`src/inc/uis_pkg.sv`:
```
// Package: constants and carriers of the UART interrupt, sleep and baud block
`default_nettype none
// Overview of operation
// - Seven interrupt types, each enabled separately; only enabled ones reach the pin.
// - Identification field shows highest pending type, 00 0001 when none.
// - Line status errors in receive data give priority 1, code 00 0110.
// - Receive time-out 00 1100 and data ready 00 0100 share priority 2.
// - Transmit holding empty or below trigger gives priority 3, code 00 0010.
// - Modem pin change gives 00 0000; general pin change gives 11 0000.
// - Stop or special character reception gives priority 6, code 01 0000.
// - Request or clear pin going inactive high gives priority 7, code 10 0000.
// - Error summary bit 7 follows any erroneous receive character and raises line status.
// - Status bits 4 to 2 show head character flags, zeros when receive empty.
// - Stop-character interrupt clears on resume character; special one on identification read.
// - Any enable bit 6, 5 or 3 to 0 set, or any pin enable set, means interrupt mode, else host polls.
// - Sleep allowed only with enhanced bit 4 and sleep enable bit 4 set.
// - Sleep entered only when receive idle and empty, transmit empty, nothing but transmit pending.
// - Sleep stops the channel clock; wake on line, modem change or transmit write.
// - Time-out fires four character times after last character below trigger.
// - Break detected when receive input stays low beyond one full frame.
// - Line control bit 6 forces transmit output low until cleared.
// - Sixteen-bit divisor; zero means no baud clock at all.
// - Modem control bit 7 selects prescaler divide by 1 or 4, reset 1.
// - Baud is clock over prescaler over divisor times sample rate.
// - After reset identification reads bit 0 set, others clear.
// - Divisor bytes and scratch byte keep their values through reset.
package uis_pkg;
	// Register byte offsets
	localparam logic [7:0] A_IER = 8'h00;
	localparam logic [7:0] A_IIR = 8'h04;
	localparam logic [7:0] A_LCR = 8'h08;
	localparam logic [7:0] A_MCR = 8'h0C;
	localparam logic [7:0] A_LSR = 8'h10;
	localparam logic [7:0] A_EFR = 8'h14;
	localparam logic [7:0] A_DLL = 8'h18;
	localparam logic [7:0] A_DLH = 8'h1C;
	localparam logic [7:0] A_SMP = 8'h20;
	localparam logic [7:0] A_IOEN = 8'h24;
	localparam logic [7:0] A_IOST = 8'h28;
	localparam logic [7:0] A_SPR = 8'h2C;
	// Reset values
	localparam logic [7:0] LCR_RST = 8'h1D;
	// Identification codes
	localparam logic [5:0] IIR_NONE = 6'h01;
	localparam logic [5:0] IIR_LS = 6'h06;
	localparam logic [5:0] IIR_TO = 6'h0C;
	localparam logic [5:0] IIR_RX = 6'h04;
	localparam logic [5:0] IIR_TX = 6'h02;
	localparam logic [5:0] IIR_MDM = 6'h00;
	localparam logic [5:0] IIR_IO = 6'h30;
	localparam logic [5:0] IIR_XOFF = 6'h10;
	localparam logic [5:0] IIR_RC = 6'h20;
	// Timing figures
	localparam int TO_CHARS = 4;
	localparam logic [1:0] PRE_LAST = 2'h3;
	localparam logic [5:0] SMP_BASE = 6'h10;
	// Events from the channel datapath
	typedef struct packed {
		logic rx_err_any;
		logic [2:0] head_flags;
		logic rx_overrun;
		logic rx_empty;
		logic rx_ready;
		logic rx_below_trig;
		logic rx_stop_mid;
		logic rx_read;
		logic rx_busy;
		logic tx_ready;
		logic tx_idle;
		logic tx_write;
		logic modem_delta;
		logic xoff_det;
		logic xon_det;
		logic special_det;
	} uis_evt_s;
endpackage
`default_nettype wire

```
`src/uis_core.sv`:
```
// Interrupt priority, sleep, break, time-out and baud generator of one channel
`default_nettype none
module uis_core (
	input wire logic core_clk,
	input wire logic rstn,
	input wire logic psel,
	input wire logic penable,
	input wire logic pwrite,
	input wire logic [7:0] paddr,
	input wire logic [31:0] pwdata,
	output logic [31:0] prdata,
	output logic pready,
	output logic pslverr,
	input wire uis_pkg::uis_evt_s evt,
	input wire logic rx_pin,
	input wire logic rts_n,
	input wire logic cts_n,
	input wire logic [7:0] io_pins,
	output logic irq_n,
	output logic tx_force_low,
	output logic sample_tick,
	output logic bit_tick,
	output logic chan_clk_en,
	output logic break_det,
	output logic rx_timeout
);
	import uis_pkg::*;

	logic [7:0] ier_q, lcr_q, mcr_q, efr_q, smp_q, ioen_q;
	logic [7:0] dll_q, dlh_q, spr_q;
	logic [7:0] io_prev_q, io_q;
	logic ovr_q, xoff_q, spc_q, rc_q, rts_prev_q, cts_prev_q, rx_prev_q;
	logic sleep_q;
	logic [1:0] pre_q;
	logic [15:0] div_q;
	logic [5:0] scnt_q;
	logic [4:0] brk_q;
	logic [6:0] to_q;
	logic wr, rd, setup, known;
	logic [6:0] pend;
	logic [5:0] iir_v;
	logic [7:0] lsr_v;
	logic [15:0] divisor;
	logic [5:0] rate;
	logic [3:0] fbits;
	logic [6:0] to_lim;
	logic allowed, rx_idle, enter, wake, pre_en, run, div_wrap;
	logic iir_rd, lsr_rd, io_rd;

	// Bus strobes; every access completes in its first access cycle
	assign setup = psel && !penable;
	assign wr = psel && penable && pwrite;
	assign rd = psel && penable && !pwrite;
	assign pready = 1'b1;
	assign iir_rd = rd && paddr == A_IIR;
	assign lsr_rd = rd && paddr == A_LSR;
	assign io_rd = rd && paddr == A_IOST;

	// Address decode
	always_comb begin
		case (paddr)
			A_IER, A_IIR, A_LCR, A_MCR, A_LSR, A_EFR, A_DLL, A_DLH, A_SMP, A_IOEN, A_IOST, A_SPR: known = 1'b1;
			default: known = 1'b0;
		endcase
	end

	// Divisor written while asleep is refused as an error
	assign pslverr = psel && penable && (!known || (pwrite && sleep_q && (paddr == A_DLL || paddr == A_DLH)));

	// Control registers set by reset; line control loads LCR_RST, the others clear
	always_ff @(posedge core_clk or negedge rstn) begin
		if (!rstn) begin
			ier_q <= 8'h00;
			lcr_q <= LCR_RST;
			mcr_q <= 8'h00;
			efr_q <= 8'h00;
			smp_q <= 8'h00;
			ioen_q <= 8'h00;
		end else if (wr) begin
			case (paddr)
				A_IER: ier_q <= pwdata[7:0];
				A_LCR: lcr_q <= pwdata[7:0];
				A_MCR: mcr_q <= pwdata[7:0];
				A_EFR: efr_q <= pwdata[7:0];
				A_SMP: smp_q <= pwdata[7:0];
				A_IOEN: ioen_q <= pwdata[7:0];
				default: ;
			endcase
		end
	end

	// Divisor and scratch bytes survive every reset
	always_ff @(posedge core_clk) begin
		if (wr && !sleep_q && paddr == A_DLL) begin
			dll_q <= pwdata[7:0];
		end
		if (wr && !sleep_q && paddr == A_DLH) begin
			dlh_q <= pwdata[7:0];
		end
		if (wr && paddr == A_SPR) begin
			spr_q <= pwdata[7:0];
		end
	end

	// Line status view of the receive data
	always_comb begin
		lsr_v = 8'h00;
		lsr_v[7] = evt.rx_err_any;
		lsr_v[6] = evt.tx_idle;
		lsr_v[5] = evt.tx_ready;
		lsr_v[4:2] = evt.rx_empty ? 3'h0 : evt.head_flags;
		lsr_v[1] = ovr_q;
		lsr_v[0] = !evt.rx_empty;
	end

	// Read data captured in the setup cycle
	always_ff @(posedge core_clk or negedge rstn) begin
		if (!rstn) begin
			prdata <= 32'h0000_0000;
		end else if (setup && !pwrite) begin
			case (paddr)
				A_IER: prdata <= {24'h00_0000, ier_q};
				A_IIR: prdata <= {26'h000_0000, iir_v};
				A_LCR: prdata <= {24'h00_0000, lcr_q};
				A_MCR: prdata <= {24'h00_0000, mcr_q};
				A_LSR: prdata <= {24'h00_0000, lsr_v};
				A_EFR: prdata <= {24'h00_0000, efr_q};
				A_DLL: prdata <= {24'h00_0000, dll_q};
				A_DLH: prdata <= {24'h00_0000, dlh_q};
				A_SMP: prdata <= {24'h00_0000, smp_q};
				A_IOEN: prdata <= {24'h00_0000, ioen_q};
				A_IOST: prdata <= {24'h00_0000, io_q};
				A_SPR: prdata <= {24'h00_0000, spr_q};
				default: prdata <= 32'h0000_0000;
			endcase
		end
	end

	// Sticky event flags; a new event beats a clear in the same cycle
	always_ff @(posedge core_clk or negedge rstn) begin
		if (!rstn) begin
			ovr_q <= 1'b0;
			xoff_q <= 1'b0;
			spc_q <= 1'b0;
			rc_q <= 1'b0;
			io_q <= 8'h00;
		end else begin
			ovr_q <= evt.rx_overrun || (ovr_q && !lsr_rd);
			xoff_q <= evt.xoff_det || (xoff_q && !evt.xon_det);
			spc_q <= evt.special_det || (spc_q && !iir_rd);
			rc_q <= (rts_n && !rts_prev_q) || (cts_n && !cts_prev_q) || (rc_q && !iir_rd);
			io_q <= (io_pins ^ io_prev_q) | (io_rd ? 8'h00 : io_q);
		end
	end

	// Previous pin levels for change detection
	always_ff @(posedge core_clk or negedge rstn) begin
		if (!rstn) begin
			io_prev_q <= 8'h00;
			rts_prev_q <= 1'b1;
			cts_prev_q <= 1'b1;
			rx_prev_q <= 1'b1;
		end else begin
			io_prev_q <= io_pins;
			rts_prev_q <= rts_n;
			cts_prev_q <= cts_n;
			rx_prev_q <= rx_pin;
		end
	end

	// Enabled pending sources, index 0 is the highest priority
	always_comb begin
		pend[0] = ier_q[2] && (evt.rx_err_any || ovr_q);
		pend[1] = ier_q[0] && (rx_timeout || evt.rx_ready);
		pend[2] = ier_q[1] && evt.tx_ready;
		pend[3] = ier_q[3] && evt.modem_delta;
		pend[4] = |(io_q & ioen_q);
		pend[5] = ier_q[5] && (xoff_q || spc_q);
		pend[6] = ier_q[6] && rc_q;
	end

	// Priority encoder for the identification field
	always_comb begin
		if (pend[0]) begin
			iir_v = IIR_LS;
		end else if (pend[1]) begin
			iir_v = rx_timeout ? IIR_TO : IIR_RX;
		end else if (pend[2]) begin
			iir_v = IIR_TX;
		end else if (pend[3]) begin
			iir_v = IIR_MDM;
		end else if (pend[4]) begin
			iir_v = IIR_IO;
		end else if (pend[5]) begin
			iir_v = IIR_XOFF;
		end else if (pend[6]) begin
			iir_v = IIR_RC;
		end else begin
			iir_v = IIR_NONE;
		end
	end

	// Interrupt pin; with enable bits 6, 5 and 3 to 0 and all pin enables clear the host polls instead
	always_ff @(posedge core_clk or negedge rstn) begin
		if (!rstn) begin
			irq_n <= 1'b1;
		end else begin
			irq_n <= !(|pend);
		end
	end

	// Break output follows line control bit 6
	assign tx_force_low = lcr_q[6];

	// Sleep entry and wake
	assign allowed = efr_q[4] && ier_q[4];
	assign rx_idle = rx_pin && !evt.rx_busy;
	assign enter = allowed && rx_idle && evt.rx_empty && evt.tx_idle && (pend & 7'h7B) == 7'h00;
	assign wake = !allowed || rx_pin != rx_prev_q || evt.modem_delta || evt.tx_write;
	always_ff @(posedge core_clk or negedge rstn) begin
		if (!rstn) begin
			sleep_q <= 1'b0;
		end else if (sleep_q) begin
			sleep_q <= !wake;
		end else begin
			sleep_q <= enter;
		end
	end
	assign chan_clk_en = !sleep_q;

	// Baud generator terms
	assign divisor = {dlh_q, dll_q};
	assign rate = SMP_BASE - {2'h0, smp_q[3:0]} + {2'h0, smp_q[7:4]};
	assign run = divisor != 16'h0000 && !sleep_q;
	assign pre_en = mcr_q[7] ? pre_q == PRE_LAST : 1'b1;
	assign div_wrap = div_q >= divisor - 16'h0001;

	// Prescaler, divisor and sample counters; one generator serves both directions
	always_ff @(posedge core_clk or negedge rstn) begin
		if (!rstn) begin
			pre_q <= 2'h0;
			div_q <= 16'h0000;
			scnt_q <= 6'h00;
			sample_tick <= 1'b0;
			bit_tick <= 1'b0;
		end else begin
			sample_tick <= 1'b0;
			bit_tick <= 1'b0;
			if (!run) begin
				pre_q <= 2'h0;
				div_q <= 16'h0000;
			end else begin
				pre_q <= pre_q + 2'h1;
				if (pre_en) begin
					div_q <= div_wrap ? 16'h0000 : div_q + 16'h0001;
					if (div_wrap) begin
						sample_tick <= 1'b1;
						scnt_q <= scnt_q + 6'h01 >= rate ? 6'h00 : scnt_q + 6'h01;
						bit_tick <= scnt_q + 6'h01 >= rate;
					end
				end
			end
		end
	end

	// Frame length in bit times: start, data, parity, stop
	assign fbits = 4'h7 + {2'h0, lcr_q[1:0]} + {3'h0, lcr_q[3]} + {3'h0, lcr_q[2]};
	assign to_lim = 7'(TO_CHARS) * {3'h0, fbits};

	// Break detection counts bit times with the line low
	always_ff @(posedge core_clk or negedge rstn) begin
		if (!rstn) begin
			brk_q <= 5'h00;
			break_det <= 1'b0;
		end else begin
			break_det <= bit_tick && !rx_pin && brk_q == {1'b0, fbits};
			if (rx_pin) begin
				brk_q <= 5'h00;
			end else if (bit_tick && brk_q <= {1'b0, fbits}) begin
				brk_q <= brk_q + 5'h01;
			end
		end
	end

	// Receive time-out counter restarts on stop-bit centre and on reads
	always_ff @(posedge core_clk or negedge rstn) begin
		if (!rstn) begin
			to_q <= 7'h00;
			rx_timeout <= 1'b0;
		end else begin
			if (evt.rx_stop_mid || evt.rx_read || evt.rx_empty) begin
				to_q <= 7'h00;
			end else if (bit_tick && to_q < to_lim) begin
				to_q <= to_q + 7'h01;
			end
			if (bit_tick && to_q == to_lim - 7'h01 && evt.rx_below_trig
					&& !(evt.rx_stop_mid || evt.rx_read || evt.rx_empty)) begin
				rx_timeout <= 1'b1;
			end else if (evt.rx_stop_mid || evt.rx_read || evt.rx_empty) begin
				rx_timeout <= 1'b0;
			end
		end
	end
endmodule // uis_core
`default_nettype wire

```
`config.mk`:
```
export PLATFORM = sky130hd
export DESIGN_NAME = uis_core
export DESIGN_NICKNAME = d
export VERILOG_FILES = /design/src/inc/uis_pkg.sv /design/src/uis_core.sv
export SDC_FILE = /design/constraint.sdc
export NUM_CORES = 1
export LEC_CHECK = 0
export BUFFER_PORTS_ARGS = -buffer_cell sky130_fd_sc_hd__clkbuf_2
export CORE_ASPECT_RATIO = 2
export CORE_MARGIN = 3
export CORE_UTILIZATION = 53
export DETAILED_ROUTE_END_ITERATION = 8
export PLACE_DENSITY = 0.85
export SYNTH_ARGS = -nofsm -noshare
export SYNTH_HDL_FRONTEND = slang
export SYNTH_SLANG_ARGS = --single-unit
```
`constraint.sdc`:
```
create_clock -name core_clk -period 3.35 [get_ports core_clk]
set_input_delay 0.5025 -clock core_clk [delete_from_list [all_inputs] [get_ports core_clk]]
set_output_delay 0.5025 -clock core_clk [all_outputs]
set_load 0.05 [all_outputs]
```
# [Word level (Yosys, flattened, before mapping)]
# Cells that the tools add are included.
[totals] out_inout_bits=41 elab_cells=184 reg_bits=169
[op_classes] bitwise=3 n_addsub=12 n_mux=31 eq_ne=16 reduce_logical=88 magnitude_cmp=4
[ops] op="8-bit case mux with 12 select lines" count=1
[ops] op="16-bit two-way mux" count=3
[ops] op="6-bit two-way mux" count=8
[ops] op="1-bit logical AND" count=41
[ops] op="8-bit by 5-bit == test with 1-bit output (second input constant)" count=4
[ops] op="8-bit by 6-bit == test with 1-bit output (second input constant)" count=4
[ops] op="16-bit by 1-bit adder with 16-bit output (second input constant)" count=1
[ops] op="8-bit by 4-bit == test with 1-bit output (second input constant)" count=2
[ops] op="16-bit >= comparator" count=1
[ops] op="1-bit zero test" count=16
[ops] op="16-bit nonzero test" count=1
[ops] op="16-bit by 1-bit subtractor with 16-bit output (second input constant)" count=1
[ops] op="1-bit logical OR" count=15
[ops] op="7-bit two-way mux" count=2
[ops] op="14-bit OR reduction" count=1
[ops] op="2-bit AND reduction" count=6
[ops] op="12-bit OR reduction" count=1
[ops] op="1-bit two-way mux" count=11
[ops] op="5-bit two-way mux" count=2
[ops] op="4-bit by 1-bit adder with 4-bit output" count=2
[ops] op="8-bit bitwise AND" count=1
[ops] op="8-bit by 3-bit == test with 1-bit output (second input constant)" count=1
[ops] op="8-bit zero test" count=1
[ops] op="8-bit two-way mux" count=1
[ops] op="25 further kinds" count=27

# [Longest topological paths before layout]
[depth] depth_word=9 depth_mapped=15 mapped_depth_nobuf=15

# [Least setup slack after synthesis]
# Ideal clock, no wire load.
[synth_timing] path_type="register to register" startpoint="register lcr_q[0]" endpoint="register brk_q[3]" setup_slack_ns=-0.073 synth_period_minus_slack_ns=3.423 setup_time_ns=0.129 arrival_ns=3.294 stages_incl_launch_ff=15 cell_sequence="dfstp_2 > inv_1 > ha_1 > inv_1 > ha_1 > inv_1 > fa_1 > xnor2_1 > ha_1 > and4b_1 > a2111o_1 > o21ai_1 > nand4_1 > xor2_1 > nor2_1"
[synth_between] elab_chain_cells=6
[synth_lines] item="from (decl)" line_no="uis_core.sv:29" text="logic [7:0] ier_q, lcr_q, mcr_q, efr_q, smp_q, ioen_q;"
[synth_lines] item="from (signal assigned)" line_no="uis_core.sv:82" text="A_LCR: lcr_q <= pwdata[7:0];"
[synth_lines] item="3-bit by 2-bit adder with 4-bit output" line_no="uis_core.sv:267" text="assign fbits = 4'h7 + {2'h0, lcr_q[1:0]} + {3'h0, lcr_q[3]} + {3'h0, lcr_q[2]};"
[synth_lines] item="4-bit by 1-bit adder with 4-bit output (2 in a row)" line_no="uis_core.sv:267"
[synth_lines] item="5-bit by 4-bit <= comparator with 1-bit output" line_no="uis_core.sv:279" text="end else if (bit_tick && brk_q <= {1'b0, fbits}) begin"
[synth_lines] item="1-bit logical AND" line_no="uis_core.sv:279"
[synth_lines] item="2-bit nonzero test (no line)"
[synth_lines] item="to (signal assigned)" line_no="uis_core.sv:280" text="brk_q <= brk_q + 5'h01;"
[synth_lines] item="to (decl)" line_no="uis_core.sv:37" text="logic [4:0] brk_q;"
# No other way between the ends.
# A chain may end at the register's enable or synchronous reset.

# [Final worst setup path]
# Ends and elaborated chain as after synthesis.

==> flow_summary.html <==
<table>
<tr><th>Metric</th><th>Value</th></tr>
<tr><th colspan="2">Synthesis</th></tr>
<tr><td>EDFF count, synth</td><td>24</td></tr>
<tr><td>Cells after synthesis</td><td>roughly 770</td></tr>
<tr><td>Portion of the post-synthesis area used by sequential elements</td><td>approximately 46%</td></tr>
<tr><td>Share of the synthesized area in the top cell type</td><td>between 30 and 40%</td></tr>
<tr><td>Top post-synthesis cells by area</td><td>sky130_fd_sc_hd__dfrtp_1 34%, sky130_fd_sc_hd__edfxtp_1 8.8%, sky130_fd_sc_hd__ha_1 6.5%, sky130_fd_sc_hd__mux2_2 6.3%, sky130_fd_sc_hd__nand2_1 3.4%</td></tr>
<tr><td>Count of cell types in the netlist</td><td>74</td></tr>
<tr><td>Total number of yosys warnings</td><td>0</td></tr>
<tr><td>Post-synth ARST share</td><td>between 80% and 90%</td></tr>
<tr><td>Most frequent cell after synthesis</td><td>sky130_fd_sc_hd__dfrtp_1</td></tr>
<tr><td>Post-synth top area cell</td><td>sky130_fd_sc_hd__dfrtp_1</td></tr>
<tr><td>Most frequent cells after synthesis</td><td>113 x sky130_fd_sc_hd__dfrtp_1, 74 x sky130_fd_sc_hd__nand2_1, 59 x sky130_fd_sc_hd__nor2_1, 46 x sky130_fd_sc_hd__mux2_2, 43 x sky130_fd_sc_hd__ha_1</td></tr>
<tr><td>Main synth FF type</td><td>sky130_fd_sc_hd__dfrtp_1</td></tr>
<tr><td>Avg Inst Size Synth</td><td>~11 sq um</td></tr>
<tr><td>Register bit total from synthesis</td><td>between 100 and 150</td></tr>
<tr><td>Post-synthesis instance area</td><td>0.008215 sq mm</td></tr>
<tr><th colspan="2">Drt</th></tr>
<tr><td>Iteration-0 DRC Markers</td><td>a little under 500</td></tr>
<tr><td>Antenna viol nets, final</td><td>0</td></tr>
<tr><td>Detailed-route wire length per cell</td><td>between 20 and 25 um</td></tr>
<tr><td>Number of remaining DRC errors</td><td>0</td></tr>
<tr><td>Total iterations of the first detailed-routing run</td><td>5</td></tr>
<tr><td>Drt via density</td><td>6.120</td></tr>
<tr><td>Total detailed-routing wirelength</td><td>23,380 um</td></tr>
<tr><td>Count of vias placed by the detailed router</td><td>between 6,000 and 7,000</td></tr>
<tr><th colspan="2">Placement</th></tr>
<tr><td>Final weighted congestion in routability-driven placement</td><td>1.001</td></tr>
<tr><td>DP Wirelength</td><td>approximately 18,000 um</td></tr>
<tr><td>Worst slack at placement</td><td>-100.3 ps</td></tr>
<tr><td>Cell Area, Placed</td><td>0.008900 sq mm</td></tr>
<tr><td>Port buffer count</td><td>between 60 and 70</td></tr>
<tr><th colspan="2">Worst setup path</th></tr>
<tr><td>Cell-by-cell trace of the critical path</td><td>inv_2 &gt; ha_4 &gt; inv_2 &gt; ha_4 &gt; inv_2 &gt; fa_2 &gt; xnor2_2 &gt; ha_1 &gt; and4b_1 &gt; a2111o_1 &gt; o21ai_2 &gt; buf_6 &gt; nand4_1 &gt; xor2_1 &gt; nor2_1</td></tr>
<tr><td>Category of the worst setup path launch point</td><td>flip-flop</td></tr>
<tr><td>Most numerous cell on the critical path</td><td>sky130_fd_sc_hd__inv_2</td></tr>
<tr><td>Category of the critical setup timing path</td><td>reg -&gt; reg</td></tr>
<tr><td>Highest-delay cell along the critical path</td><td>sky130_fd_sc_hd__dfstp_2</td></tr>
<tr><td>Buffers plus inverters on the worst setup path</td><td>4</td></tr>
<tr><td>Slowest stage delay, CP</td><td>540 ps</td></tr>
<tr><td>Data required time at the worst endpoint</td><td>3710 ps</td></tr>
<tr><td>Maximum fanout encountered on the critical timing path</td><td>5</td></tr>
<tr><td>Top cell family by delay on the critical path</td><td>adder cells</td></tr>
<tr><td>Element type at the critical path end</td><td>flip-flop</td></tr>
<tr><td>Critical Path AT</td><td>around 3600 ps</td></tr>
<tr><th colspan="2">Power and ir drop</th></tr>
<tr><td>Worst voltage drop across the vdd grid</td><td>0.0005389 V</td></tr>
<tr><td>Leakage power figure</td><td>between 4 and 5 nW</td></tr>
<tr><td>PD cells</td><td>464.0 mW/mm^2</td></tr>
<tr><th colspan="2">GRT</th></tr>
<tr><td>Leftover overflow at the end of global routing</td><td>0</td></tr>
<tr><td>Vias in the first global route</td><td>~7,000</td></tr>
<tr><td>Met2 track demand over resource</td><td>a little over half</td></tr>
<tr><td>Maximum number of pins on one net before global-route repair</td><td>84</td></tr>
<tr><td>Global-route wire length before repair</td><td>36,710 um</td></tr>
<tr><td>GRT met3 Usage</td><td>under 10%</td></tr>
<tr><td>Number of antenna violations at the first check in global routing</td><td>0</td></tr>
<tr><td>Grt met1 use</td><td>roughly 28%</td></tr>
<tr><td>GRT Util Overall</td><td>~29%</td></tr>
<tr><td>Busiest layer in global routing</td><td>met2</td></tr>
<tr><th colspan="2">Cells and area</th></tr>
<tr><td>N_diodes</td><td>0</td></tr>
<tr><td>Layout cell share with drive strength beyond 1</td><td>between 20 and 30%</td></tr>
<tr><td>Final Net Count</td><td>around 1,000</td></tr>
<tr><td>Area of the multi-input gates</td><td>about 0.0042 sq mm</td></tr>
<tr><td>Storage cell area</td><td>between 0.003 and 0.004 sq mm</td></tr>
<tr><td>Synth-to-Final Area Change</td><td>17.48%</td></tr>
<tr><td>Filler cell count</td><td>around 1,200</td></tr>
<tr><td>Final standard cell area without fillers</td><td>about 0.0097 sq mm</td></tr>
<tr><th colspan="2">STA</th></tr>
<tr><td>Highest clock frequency the design can meet</td><td>313.3 MHz</td></tr>
<tr><td>Largest clock skew in the final design</td><td>about 10 ps</td></tr>
<tr><td>Hold Slack</td><td>49.34 ps</td></tr>
<tr><td>Time the worst path needs with I/O delays and setup</td><td>3192 ps</td></tr>
<tr><td>Slew Limit Fails</td><td>0</td></tr>
<tr><td>Total count of hold-check failures in the final report</td><td>0</td></tr>
<tr><td>Setup violation total in the final timing report</td><td>0</td></tr>
<tr><td>Fin crit share</td><td>between 90% and 100%</td></tr>
<tr><td>Setup repair after global routing missed its margin</td><td>yes</td></tr>
<tr><td>Slew headroom</td><td>42.83%</td></tr>
<tr><td>Slack of the critical path</td><td>~160 ps</td></tr>
<tr><td>Worst-Margin Slew</td><td>roughly 850 ps</td></tr>
<tr><th colspan="2">Clock network</th></tr>
<tr><td>Number of levels in the clock H-tree</td><td>4</td></tr>
<tr><td>CTS tree</td><td>yes</td></tr>
<tr><td>CTS Root Buffer Type</td><td>sky130_fd_sc_hd__clkbuf_16</td></tr>
<tr><td>Total clock sinks</td><td>between 100 and 150</td></tr>
<tr><td>Buffer levels on the longest clock path</td><td>2</td></tr>
<tr><td>CTS clk-pin slew, worst paths</td><td>60 ps</td></tr>
<tr><td>Clock insertion delay at the later pin of the skew report</td><td>430 ps</td></tr>
<tr><td>Number of buffers inserted during clock tree synthesis</td><td>17</td></tr>
<tr><th colspan="2">Die</th></tr>
<tr><td>FP Rows</td><td>63</td></tr>
<tr><td>Die Y-Extent</td><td>approximately 180 um</td></tr>
<tr><td>Core area</td><td>roughly 0.015 sq mm</td></tr>
<tr><td>Die Area</td><td>0.01712 sq mm</td></tr>
<tr><td>I/O pin count</td><td>~120</td></tr>
<tr><td>X dimension of the die</td><td>94.04 um</td></tr>
<tr><td>Initial Utilization</td><td>a little over half</td></tr>
<tr><th colspan="2">Worst hold path</th></tr>
<tr><td>Min-delay worst type</td><td>in -&gt; async</td></tr>
<tr><th colspan="2">Run</th></tr>
<tr><td>Number of max-cap violations</td><td>0</td></tr>
<tr><th colspan="2">Outcome</th></tr>
<tr><td>Status</td><td>completed</td></tr>
</table>
where the power goes:
| part | total [mW] | switching [mW] | internal (mW) |
|---|---|---|---|
| sequential | 1.95 | 0.0829 | 1.87 |
| combinational | 0.588 | 0.374 | 0.214 |
| clock | 1.94 | 0.795 | 1.14 |
| total | 4.48 | 1.25 | 3.23 |
state kept, by name, indices dropped and copies added (netlist names), 2 cells and up:
name and count:
brk_q 5, div_q 16, dlh_q 8, dll_q 8, efr_q 8, ier_q 8
io_prev_q 8, io_q 8, ioen_q 8, lcr_q 8, mcr_q 8, prdata 8
pre_q 2, scnt_q 6, smp_q 8, spr_q 8, to_q 7
area by class of cell:
cell class              count  share of cell area, %
inverters                  33                  1.283
well taps                 195                  2.528
flip-flops and latches    145                  38.94
clock inverters            11                  1.154
multi-input cells         570                  43.45
repair buffers            116                  7.532
clock buffers              21                  5.108
routing by layer:
metal	vias to the layer above	routed length [um]
li1	2980	-
met1	3281	7424
met2	304	12860
met3	112	1171
met4	0	1923
met5	-	0
metrics by stage:
step           TNS (ps)  total power, mW  cells  util (%)
2_1_floorplan         0            2.377    796         -
3_3_place_gp          0            2.536   1050     59.42
3_5_place_dp     -147.1            2.562   1050     59.42
4_1_cts               0            4.477   1082     63.53
5_1_grt          -49.64            4.626   1091     64.44
6_report              0            4.479   1091     64.44
kinds of logic (layout without fill, tap and decap cells):
family | count (synthesis) | in the layout | share of synthesized area, %
DFF | 145 | 145 | 45.75
buffers and inverters | 81 | 181 | 5.270
other | 2 | 25 | 0.09141
adders and majority gates | 45 | 45 | 7.036
AOI/OAI and AO/OA | 147 | 147 | 12.34
muxes | 68 | 68 | 9.869
xor gates and xnor gates | 41 | 41 | 4.371
and+or+nand+nor | 244 | 244 | 15.28
worst paths after layout:
kind                                from         end  slack, ps  depth (start not counted)
worst max-delay path            lcr_q[0]    brk_q[3]        160                         15
worst min-delay path                rstn     io_q[7]         50                          1
worst max register to register  lcr_q[0]    brk_q[3]        160                         15
max in group asynchronous           rstn       irq_n       2410                          2
min in group core_clk              cts_n  cts_prev_q        170                          1
worst min register to register  pre_q[0]    pre_q[0]        440                          1
layout by cell type (no fill, tap or decap), types with 5 or more instances in the layout:
cell	instances
sky130_fd_sc_hd__ha_1	40
sky130_fd_sc_hd__mux2_2	46
sky130_fd_sc_hd__a21oi_1	22
sky130_fd_sc_hd__xnor2_1	29
sky130_fd_sc_hd__nor2_1	59
sky130_fd_sc_hd__o21ai_0	32
sky130_fd_sc_hd__a31oi_1	8
sky130_fd_sc_hd__xor2_1	11
sky130_fd_sc_hd__inv_6	5
sky130_fd_sc_hd__a22oi_1	23
sky130_fd_sc_hd__conb_1	25
sky130_fd_sc_hd__nor3_1	10
sky130_fd_sc_hd__nor2b_1	6
sky130_fd_sc_hd__o22ai_1	5
sky130_fd_sc_hd__buf_4	50
sky130_fd_sc_hd__inv_1	29
sky130_fd_sc_hd__mux2i_1	15
sky130_fd_sc_hd__nand3_1	30
sky130_fd_sc_hd__and2_1	5
sky130_fd_sc_hd__mux4_2	5
sky130_fd_sc_hd__clkbuf_2	64
sky130_fd_sc_hd__nand2_1	74
sky130_fd_sc_hd__dfrtp_1	113
sky130_fd_sc_hd__dfstp_2	8
sky130_fd_sc_hd__a21o_1	6
sky130_fd_sc_hd__clkbuf_16	19
sky130_fd_sc_hd__edfxtp_1	24
sky130_fd_sc_hd__a22o_1	8
sky130_fd_sc_hd__and3_1	6
sky130_fd_sc_hd__nand4_1	10
timing repair:
item                       in CTS  in global routing
pin swaps                       0                  9
hold buffers                    0                  0
setup buffers                   0                  9
setup endpoints to repair       6                 32
gates resized for setup         4                 18
hold endpoints to repair        0                  0
Power figures use the tool's default switching activity.
